$ cat src/hdl/sadc_pkg.sv
// constants, register map and state type for the converter digital control
package sadc_pkg;
    localparam int ADDR_W = 5;
    localparam int DATA_W = 16;
    localparam int SAR_W = 10;
    localparam int NUM_RES = 8;
    // register word addresses
    localparam logic [4:0] OFS_MODULE_CFG = 5'h00;
    localparam logic [4:0] OFS_CONV_SETUP = 5'h01;
    localparam logic [4:0] OFS_SEQ_LAUNCH = 5'h02;
    localparam logic [4:0] OFS_CONV_STATUS = 5'h03;
    localparam logic [4:0] OFS_RESULT = 5'h08;
    // field positions
    localparam int CFG_STOP_BIT = 0;
    localparam int CFG_HALT_LSB = 1;
    localparam int SETUP_DIV_LSB = 0;
    localparam int SETUP_STS_LSB = 5;
    localparam int SETUP_TEN_BIT_SELECT_BIT = 7;
    localparam int LAUNCH_CHAN_LSB = 0;
    localparam int LAUNCH_S8_BIT = 4;
    localparam int LAUNCH_MULT_BIT = 5;
    localparam int LAUNCH_SCAN_BIT = 6;
    localparam int STAT_CCF_LSB = 0;
    localparam int STAT_CHAN_LSB = 8;
    localparam int STAT_BUSY_BIT = 14;
    localparam int STAT_SCF_BIT = 15;
    // reset values and codes
    localparam logic [4:0] DIV_RST = 5'h03;
    localparam logic [4:0] DIV_MIN = 5'h01;
    localparam logic [4:0] DIV_RSVD = 5'h00;
    localparam logic [1:0] HALT_IGNORE = 2'h0;
    localparam logic [1:0] HALT_RSVD = 2'h1;
    localparam logic [1:0] HALT_FINISH = 2'h2;
    localparam logic [1:0] HALT_NOW = 2'h3;
    localparam logic [3:0] CH_EXT_MAX = 4'h7;
    localparam logic [3:0] CH_REF_HIGH = 4'hC;
    localparam logic [3:0] CH_REF_LOW = 4'hD;
    localparam logic [3:0] CH_REF_MID = 4'hE;
    // sample phase lengths in converter clocks, SAR bit positions and sequence end indices
    localparam logic [4:0] PH_CAP_CYC = 5'h02;
    localparam logic [4:0] PH_BUF_CYC = 5'h02;
    localparam logic [4:0] PH_DIR_BASE = 5'h02;
    localparam logic [3:0] SAR_MSB = 4'h9;
    localparam logic [3:0] LSB_10 = 4'h0;
    localparam logic [3:0] LSB_8 = 4'h2;
    localparam logic [2:0] SEQ_LAST4 = 3'h3;
    localparam logic [2:0] SEQ_LAST8 = 3'h7;

    typedef enum logic [2:0] {
        ST_IDLE = 3'b000,
        ST_SAMP_CAP = 3'b001,
        ST_SAMP_BUF = 3'b010,
        ST_SAMP_DIR = 3'b011,
        ST_CONV = 3'b100,
        ST_NEXT = 3'b101
    } sadc_state_e;
endpackage

$ cat src/hdl/sadc_prescaler.sv
// two-stage converter clock prescaler producing a one-cycle tick
`timescale 1ns/1ns
`default_nettype none
module sadc_prescaler #(
    parameter int DIV_W = 5
) (
    input wire logic clk,
    input wire logic rst,
    input wire logic clear,
    input wire logic enable,
    input wire logic [DIV_W-1:0] div,
    output logic tick
);
    logic [DIV_W-1:0] cnt_q, cnt_d, div_eff;
    logic half_q, half_d, tick_q, tick_d;

    always_comb begin
        // reserved zero falls back to the smallest legal divide
        div_eff = (div == DIV_W'(sadc_pkg::DIV_RSVD)) ? DIV_W'(sadc_pkg::DIV_MIN) : div;
        cnt_d = cnt_q;
        half_d = half_q;
        tick_d = 1'b0;
        if (clear) begin
            // preload one: the tick register costs a cycle, so the first period would run long
            cnt_d = DIV_W'(1);
            half_d = 1'b0;
        end else if (enable) begin
            if (cnt_q == div_eff) begin
                cnt_d = '0;
                half_d = ~half_q;
                tick_d = half_q;
            end else begin
                cnt_d = cnt_q + DIV_W'(1);
            end
        end
    end

    always_ff @(posedge clk) begin
        if (rst) begin
            cnt_q <= '0;
            half_q <= 1'b0;
            tick_q <= 1'b0;
        end else begin
            cnt_q <= cnt_d;
            half_q <= half_d;
            tick_q <= tick_d;
        end
    end

    assign tick = tick_q;
endmodule // sadc_prescaler
`default_nettype wire

$ cat src/hdl/sadc_ctrl.sv
// successive-approximation converter digital control, registers and sequencer
// Function
// debug logic raises halt request during debugging
// halt field: ignore, reserved, finish, immediate
// halted: clock and sequencing stop, registers kept
// halt release resumes at next conversion step
// channel code picks input, references, or none
// first two clocks: mux to sample capacitor
// next two clocks: buffer charges DAC array
// third phase: mux charges DAC directly
// bits resolved MSB first from comparator
// finished value moves into result registers
// setup write aborts and leaves converter idle
// launch write aborts and starts new sequence
// setup and launch registers hold their fields
// status: sequence, current channel, completion flags
// first prescaler stage is modulus counter
// second stage halves; zero divide reserved
// reserved codes: ignore halt, minimum divide
// stop bit set at reset, gates, aborts
// third phase lasts 2, 4, 8, 16 clocks
// 8 or 10 bit results, right aligned
// prescaler resets to divide by eight
//
// Our own choices: the register addresses and the plain strobed port.
`timescale 1ns/1ns
`default_nettype none
module sadc_ctrl (
    input wire logic REF_CLK,
    input wire logic RST,
    input wire logic [sadc_pkg::ADDR_W-1:0] ADDR,
    input wire logic [sadc_pkg::DATA_W-1:0] WR_DATA,
    input wire logic WR_EN,
    input wire logic RD_EN,
    output logic [sadc_pkg::DATA_W-1:0] RD_DATA,
    input wire logic HALT_REQ,
    input wire logic COMP_IN,
    output logic SAMPLE_CONNECT,
    output logic BUFFER_DRIVE,
    output logic DIRECT_CHARGE,
    output logic [7:0] MUX_EXT,
    output logic MUX_REF_HIGH,
    output logic MUX_REF_LOW,
    output logic MUX_REF_MID,
    output logic [sadc_pkg::SAR_W-1:0] DAC_CODE,
    output logic HALTED
);
    // {mid, low, high, external[7:0]}; reserved codes select nothing
    function automatic logic [10:0] chan_decode(input logic [3:0] ch);
        logic [10:0] sel;
        sel = 11'h000;
        if (ch <= sadc_pkg::CH_EXT_MAX) sel[ch[2:0]] = 1'b1;
        else if (ch == sadc_pkg::CH_REF_HIGH) sel[8] = 1'b1;
        else if (ch == sadc_pkg::CH_REF_LOW) sel[9] = 1'b1;
        else if (ch == sadc_pkg::CH_REF_MID) sel[10] = 1'b1;
        return sel;
    endfunction

    logic wr_cfg, wr_setup, wr_launch, halt_now, adv, tick, conv_done;
    logic stop_q, stop_d, ten_bit_select_q, ten_bit_select_d, s8_q, s8_d, mult_q, mult_d, scan_q, scan_d;
    logic [1:0] halt_sel_q, halt_sel_d, sts_q, sts_d;
    logic [4:0] div_q, div_d, dir_len;
    logic [3:0] chan_base_q, chan_base_d;
    logic [sadc_pkg::DATA_W-1:0] rd_q, rd_d, status;
    sadc_pkg::sadc_state_e state_q, state_d;
    logic [4:0] step_q, step_d;
    logic [3:0] bit_q, bit_d, chan_q, chan_d, lsb;
    logic [2:0] idx_q, idx_d, last_idx;
    logic [sadc_pkg::SAR_W-1:0] sar_q, sar_d, sar_n;
    logic [7:0] ccf_q, ccf_d;
    logic scf_q, scf_d, halted_q, samp_q, buf_q, dir_q;
    logic [10:0] sel_q, sel_d;
    logic [sadc_pkg::SAR_W-1:0] dac_q, dac_d;
    logic [sadc_pkg::SAR_W-1:0] result_q [sadc_pkg::NUM_RES];
    logic [sadc_pkg::SAR_W-1:0] result_d [sadc_pkg::NUM_RES];

    assign wr_cfg = WR_EN && (ADDR == sadc_pkg::OFS_MODULE_CFG);
    assign wr_setup = WR_EN && (ADDR == sadc_pkg::OFS_CONV_SETUP);
    assign wr_launch = WR_EN && (ADDR == sadc_pkg::OFS_SEQ_LAUNCH);

    // halt request is trusted to follow debug entry and exit
    always_comb begin
        halt_now = 1'b0;
        if (HALT_REQ) begin
            case (halt_sel_q)
                sadc_pkg::HALT_NOW: halt_now = 1'b1;
                sadc_pkg::HALT_FINISH: halt_now = (state_q == sadc_pkg::ST_IDLE) ||
                                                  (state_q == sadc_pkg::ST_NEXT);
                default: halt_now = 1'b0;
            endcase
        end
    end

    // a tick while halted is dropped; state simply waits for the next one
    assign adv = tick && !halt_now;

    sadc_prescaler #(.DIV_W(5)) u_prescaler (
        .clk(REF_CLK),
        .rst(RST),
        .clear(stop_q || wr_setup || wr_launch),
        .enable(!stop_q && !halt_now && (state_q != sadc_pkg::ST_IDLE)),
        .div(div_q),
        .tick(tick)
    );

    // register file and read port
    always_comb begin
        stop_d = stop_q;
        halt_sel_d = halt_sel_q;
        div_d = div_q;
        sts_d = sts_q;
        ten_bit_select_d = ten_bit_select_q;
        chan_base_d = chan_base_q;
        s8_d = s8_q;
        mult_d = mult_q;
        scan_d = scan_q;
        if (wr_cfg) begin
            stop_d = WR_DATA[sadc_pkg::CFG_STOP_BIT];
            halt_sel_d = WR_DATA[sadc_pkg::CFG_HALT_LSB +: 2];
        end
        if (wr_setup) begin
            div_d = WR_DATA[sadc_pkg::SETUP_DIV_LSB +: 5];
            sts_d = WR_DATA[sadc_pkg::SETUP_STS_LSB +: 2];
            ten_bit_select_d = WR_DATA[sadc_pkg::SETUP_TEN_BIT_SELECT_BIT];
        end
        if (wr_launch) begin
            chan_base_d = WR_DATA[sadc_pkg::LAUNCH_CHAN_LSB +: 4];
            s8_d = WR_DATA[sadc_pkg::LAUNCH_S8_BIT];
            mult_d = WR_DATA[sadc_pkg::LAUNCH_MULT_BIT];
            scan_d = WR_DATA[sadc_pkg::LAUNCH_SCAN_BIT];
        end
        status = '0;
        status[sadc_pkg::STAT_CCF_LSB +: 8] = ccf_q;
        status[sadc_pkg::STAT_CHAN_LSB +: 4] = chan_q;
        status[sadc_pkg::STAT_BUSY_BIT] = (state_q != sadc_pkg::ST_IDLE);
        status[sadc_pkg::STAT_SCF_BIT] = scf_q;
        rd_d = '0;
        if (RD_EN) begin
            if (ADDR[4:3] == sadc_pkg::OFS_RESULT[4:3]) begin
                rd_d[sadc_pkg::SAR_W-1:0] = result_q[ADDR[2:0]];
            end else begin
                case (ADDR)
                    sadc_pkg::OFS_MODULE_CFG: rd_d[2:0] = {halt_sel_q, stop_q};
                    sadc_pkg::OFS_CONV_SETUP: rd_d[7:0] = {ten_bit_select_q, sts_q, div_q};
                    sadc_pkg::OFS_SEQ_LAUNCH: rd_d[6:0] = {scan_q, mult_q, s8_q, chan_base_q};
                    sadc_pkg::OFS_CONV_STATUS: rd_d = status;
                    default: rd_d = '0;
                endcase
            end
        end
    end

    always_ff @(posedge REF_CLK) begin
        if (RST) begin
            stop_q <= 1'b1;
            halt_sel_q <= sadc_pkg::HALT_IGNORE;
            div_q <= sadc_pkg::DIV_RST;
            sts_q <= 2'h0;
            ten_bit_select_q <= 1'b0;
            chan_base_q <= 4'h0;
            s8_q <= 1'b0;
            mult_q <= 1'b0;
            scan_q <= 1'b0;
            rd_q <= '0;
        end else begin
            stop_q <= stop_d;
            halt_sel_q <= halt_sel_d;
            div_q <= div_d;
            sts_q <= sts_d;
            ten_bit_select_q <= ten_bit_select_d;
            chan_base_q <= chan_base_d;
            s8_q <= s8_d;
            mult_q <= mult_d;
            scan_q <= scan_d;
            rd_q <= rd_d;
        end
    end

    // sequencer and approximation register
    assign dir_len = sadc_pkg::PH_DIR_BASE << sts_q;
    assign lsb = ten_bit_select_q ? sadc_pkg::LSB_10 : sadc_pkg::LSB_8;
    assign last_idx = s8_q ? sadc_pkg::SEQ_LAST8 : sadc_pkg::SEQ_LAST4;

    always_comb begin
        state_d = state_q;
        step_d = step_q;
        bit_d = bit_q;
        idx_d = idx_q;
        chan_d = chan_q;
        sar_d = sar_q;
        ccf_d = ccf_q;
        scf_d = scf_q;
        result_d = result_q;
        conv_done = 1'b0;
        sar_n = sar_q;
        sar_n[bit_q] = COMP_IN;
        if (stop_q || wr_setup) begin
            state_d = sadc_pkg::ST_IDLE;
            if (wr_setup) begin
                ccf_d = 8'h00;
                scf_d = 1'b0;
            end
        end else if (wr_launch) begin
            state_d = sadc_pkg::ST_SAMP_CAP;
            step_d = 5'h00;
            idx_d = 3'h0;
            chan_d = WR_DATA[sadc_pkg::LAUNCH_CHAN_LSB +: 4];
            ccf_d = 8'h00;
            scf_d = 1'b0;
        end else if (adv) begin
            step_d = step_q + 5'h01;
            case (state_q)
                sadc_pkg::ST_SAMP_CAP: if (step_q == sadc_pkg::PH_CAP_CYC - 5'h01) begin
                    state_d = sadc_pkg::ST_SAMP_BUF;
                    step_d = 5'h00;
                end
                sadc_pkg::ST_SAMP_BUF: if (step_q == sadc_pkg::PH_BUF_CYC - 5'h01) begin
                    state_d = sadc_pkg::ST_SAMP_DIR;
                    step_d = 5'h00;
                end
                sadc_pkg::ST_SAMP_DIR: if (step_q == dir_len - 5'h01) begin
                    state_d = sadc_pkg::ST_CONV;
                    step_d = 5'h00;
                    bit_d = sadc_pkg::SAR_MSB;
                    sar_d = '0;
                    sar_d[sadc_pkg::SAR_MSB] = 1'b1;
                end
                sadc_pkg::ST_CONV: begin
                    step_d = 5'h00;
                    sar_d = sar_n;
                    if (bit_q == lsb) begin
                        conv_done = 1'b1;
                        // 8-bit results drop the two unresolved bits
                        result_d[idx_q] = ten_bit_select_q ? sar_n : {2'h0, sar_n[sadc_pkg::SAR_W-1:2]};
                        ccf_d[idx_q] = 1'b1;
                        idx_d = (idx_q == last_idx) ? 3'h0 : idx_q + 3'h1;
                        if (idx_q == last_idx) scf_d = 1'b1;
                        state_d = (idx_q == last_idx && !scan_q) ? sadc_pkg::ST_IDLE : sadc_pkg::ST_NEXT;
                        chan_d = mult_q ? chan_base_q + {1'b0, idx_d} : chan_base_q;
                    end else begin
                        bit_d = bit_q - 4'h1;
                        sar_d[bit_q - 4'h1] = 1'b1;
                    end
                end
                sadc_pkg::ST_NEXT: begin
                    state_d = sadc_pkg::ST_SAMP_CAP;
                    step_d = 5'h00;
                end
                default: state_d = sadc_pkg::ST_IDLE;
            endcase
        end
        sel_d = (state_d == sadc_pkg::ST_IDLE) ? 11'h000 : chan_decode(chan_d);
        dac_d = (state_d == sadc_pkg::ST_CONV) ? sar_d : '0;
    end

    always_ff @(posedge REF_CLK) begin
        if (RST) begin
            state_q <= sadc_pkg::ST_IDLE;
            step_q <= 5'h00;
            bit_q <= 4'h0;
            idx_q <= 3'h0;
            chan_q <= 4'h0;
            sar_q <= '0;
            ccf_q <= 8'h00;
            scf_q <= 1'b0;
            for (int i = 0; i < sadc_pkg::NUM_RES; i++) result_q[i] <= '0;
            samp_q <= 1'b0;
            buf_q <= 1'b0;
            dir_q <= 1'b0;
            sel_q <= 11'h000;
            dac_q <= '0;
            halted_q <= 1'b0;
        end else begin
            state_q <= state_d;
            step_q <= step_d;
            bit_q <= bit_d;
            idx_q <= idx_d;
            chan_q <= chan_d;
            sar_q <= sar_d;
            ccf_q <= ccf_d;
            scf_q <= scf_d;
            result_q <= result_d;
            samp_q <= (state_d == sadc_pkg::ST_SAMP_CAP);
            buf_q <= (state_d == sadc_pkg::ST_SAMP_BUF);
            dir_q <= (state_d == sadc_pkg::ST_SAMP_DIR);
            sel_q <= sel_d;
            dac_q <= dac_d;
            halted_q <= halt_now;
        end
    end

    assign RD_DATA = rd_q;
    assign SAMPLE_CONNECT = samp_q;
    assign BUFFER_DRIVE = buf_q;
    assign DIRECT_CHARGE = dir_q;
    assign MUX_EXT = sel_q[7:0];
    assign MUX_REF_HIGH = sel_q[8];
    assign MUX_REF_LOW = sel_q[9];
    assign MUX_REF_MID = sel_q[10];
    assign DAC_CODE = dac_q;
    assign HALTED = halted_q;
endmodule // sadc_ctrl
`default_nettype wire

$ cat config.mk
export PLATFORM = sky130hd
export DESIGN_NAME = sadc_ctrl
export DESIGN_NICKNAME = d
export VERILOG_FILES = /design/src/hdl/sadc_pkg.sv /design/src/hdl/sadc_prescaler.sv /design/src/hdl/sadc_ctrl.sv
export SDC_FILE = /design/constraint.sdc
export NUM_CORES = 1
export LEC_CHECK = 0
export ABC_CLOCK_PERIOD_IN_PS = 4100
export BUFFER_PORTS_ARGS = -buffer_cell sky130_fd_sc_hd__buf_4
export CAP_MARGIN = 15
export CORE_AREA = 5 5 132 134
export CTS_CLUSTER_DIAMETER = 120
export DETAILED_ROUTE_END_ITERATION = 16
export DIE_AREA = 0 0 137 139
export PLACE_DENSITY = 0.73
export SLEW_MARGIN = 20
export SYNTH_ARGS = -nofsm -noshare
export SYNTH_HDL_FRONTEND = slang
export SYNTH_HIERARCHICAL = 1
export SYNTH_SLANG_ARGS = --single-unit
$ cat constraint.sdc
create_clock -name REF_CLK -period 4.1 [get_ports REF_CLK]
set_input_delay 0.41 -clock REF_CLK [delete_from_list [all_inputs] [get_ports REF_CLK]]
set_output_delay 0.41 -clock REF_CLK [all_outputs]
set_load 0.02 [all_outputs]
==> impl_metrics.ini <==
[timing]
finalSetupViolCount = 0
final_max_slew_viol_count = 0
finalCritPeriodShare = 0.7722
tns_ns = 0
max_freq_ghz = 0.3159
final.min_clock_period_ns = 3.166
finClkSkew_ns = 0.009149
slew_headroom = 0.2668
hold_violations = 0
whs_ns = 0.2307
rsz0062_at_grt = false
tightest_slew_ns = 1.100

[logic_synthesis]
ys_ff_latch = 182
syn_avg_cell_area_sq_um = 8.717
yosysUniqueCellTypes = 78
ys.warnings.count = 6
async_reset_ff_frac = 0
synth_seq_area_share = 0.4209
synth_top_area_share = 0.4209
synth_edf_count = 0
synth_largest_area_cell = dfxtp_1
syn_inst = 993
yosys-top-cells-area = dfxtp_1, nand2_1, a21oi_1, mux4_2, mux2i_1
synthFlopType = dfxtp_1
synth_area_sq_um = 8656

[floorplan]
initial_core_util = 0.5352
dieWidth_microns = 137
row_count = 47
io_pins = 68
coreArea_sq_um = 16170
dieHeight_microns = 139
die_area_sq_um = 19040

[layout]
diodes = 0
area_delta_synth_final_pct = 12.17
drive_above_1_share = 0.1579
fillCellCount = 1393
final_cell_mix = nand2_1, dfxtp_1, a21oi_1
nNetsFinal = 1056
layout_commonest_cell = nand2_1

[drt]
dr.pass1.iters = 5
route.detailed.wl_per_inst_microns = 18.15
drtAntennaViolNets = 0
num_vias = 7262
drt_iter0_drc = 668
totalWireLength_mm = 22.62
drc = 0
vias_per_cell = 5.828

[global_route]
grt_max_degree = 106
grt_pass1_wl_mm = 35.74
grt_util_all_layers = 0.2377
antenna_found_initial = 0
grt_pass1_vias = 6803
overflow = 0

[flow_run]
maxCapViolCount = 0

[placed_design]
gp_congestion = 0.8815
portBuffers = 57
dp_hpwl_mm = 15.21

[cts]
clock-root-buffer = clkbuf_16
clk_path_buf_depth = 2
clk_pin_slew_ns = 0.07
numCtsBuffers = 17
cts_setup_buffers = 0
htreeDepth = 4
cts_num_sinks = 182
cts_tree = done
cts-resized-gates = 0
clk-insertion-delay-late_ns = 0.44
cts_hold_buf = 0

[power]
power_density_nw_per_um2 = 362.3
cellLeakagePower_uw = 0.003415
vdd_ir_drop_max_v = 0.0002981

[worst_setup_path]
crit_path_end_kind = flop
required_ns = 4.46
worst_ep_arrival_time_ns = 3.52
crit_path_start_kind = flop
crit_fanout = 14
worst-setup-path-type = flop to flop

[status]
status = completed

[worst_hold_path]
min_path_type = input pin to flop
[critical path, cell delays in order, from the launching register on]
cell and delay [ns]:
dfxtp_1 0.64, ha_1 0.30, a21oi_1 0.11, ha_1 0.24
fa_1 0.44, mux2i_1 0.18, o21ai_0 0.11, o22ai_1 0.29
a22o_4 0.19, or3b_4 0.40, a211oi_2 0.19
[cell families (layout without fill, tap and decap cells)]
kind of cell | Yosys count | count (layout) | synth area share
adder cells (fa/ha/maj) | 16 | 16 | 0.02400
AND/OR/NAND/NOR | 415 | 415 | 0.2235
other | 1 | 2 | 0.0004332
buffers and inverters | 80 | 112 | 0.04047
XOR/XNOR | 16 | 16 | 0.01706
flip-flops | 182 | 182 | 0.4209
AO/OA/AOI/OAI | 223 | 223 | 0.1698
multiplexers | 60 | 60 | 0.1038
[synthesized netlist by cell type (4+ instances only)]
cell,instances
buf_1,6
a211oi_1,9
a21boi_0,4
mux2_2,8
a21oi_1,116
nand2b_1,8
ha_1,15
nor3_1,23
nand2_1,223
clkbuf_1,40
a211oi_2,4
nor3_2,5
dfxtp_1,182
o21ai_0,18
mux2i_1,29
a31oi_1,4
nand3_1,14
and2_1,13
buf_2,13
inv_1,14
mux4_2,23
nor2_1,61
a2111oi_2,4
o22ai_1,5
xnor2_1,7
and3_1,9
nor4_1,6
or3_1,6
a22oi_1,20
xor2_1,8
nor2b_1,13
nand4_1,9
a211o_1,5
[layer usage]
metal,track usage,vias up,routed length (microns)
li1,-,3533,-
met1,0.3046,3443,9523
met2,0.3992,235,11320
met3,0.03955,51,1119
met4,0.08981,0,658
met5,0,-,0
[layout make-up]
cell class	instances	area, sq um	share of cell area
well taps	220	275.3	0.02835
multi-input cells	732	4666	0.4805
clock buffers	17	425.4	0.04381
clock inverters	15	155.1	0.01598
flip-flops and latches	182	3643	0.3753
repair buffers	65	488.0	0.05026
inverters	15	56.30	0.005799
[report_power, final]
group,total [uW],switching (uW),internal [uW]
clock network,1640,773,866
registers,1770,3.77,1770
logic,106,70.2,35.4
total,3520,847,2670
[worst paths after layout]
path	from	endpoint	slack (ns)	depth (start not counted)
hold / removal	WR_DATA[4]	div_q[4]$_SDFFE_PP0P_	0.23	3
setup / recovery	idx_q[0]$_SDFFE_PP0P_	sel_q[1]$_SDFF_PP0_	0.93	10
hold reg to reg	result_q[47]$_SDFFE_PP0P_	result_q[47]$_SDFFE_PP0P_	0.45	2
setup reg to reg	idx_q[0]$_SDFFE_PP0P_	sel_q[1]$_SDFF_PP0_	0.93	10
[per-stage QoR]
step / setup WS [ns] / util / instances / power [uW] / cell area, sq um
6_report: 0.9341 / 0.6004 / 1246 / 3517 / 9709
3_5_place_dp: 0.9134 / 0.5645 / 1214 / 1918 / 9129
4_1_cts: 0.9870 / 0.6004 / 1246 / 3526 / 9709
2_1_floorplan: 1.575 / - / 994 / 1885 / 8660
5_1_grt: 0.7966 / 0.6004 / 1246 / 3620 / 9709
3_3_place_gp: 0.9469 / 0.5645 / 1214 / 1918 / 9129
[sequential cells by signal, indices dropped and copies added (netlist names), 3 cells and up]
name / count
ccf_q: 8
chan_q: 4
u_prescaler/cnt_q: 5
step_q: 5
bit_q: 4
result_q: 80
idx_q: 3
sel_q: 11
DAC_CODE: 10
sar_q: 10
div_q: 5
RD_DATA: 14
chan_base_q: 4
state_q: 3
Note: power is estimated with default switching activity, not from simulation.
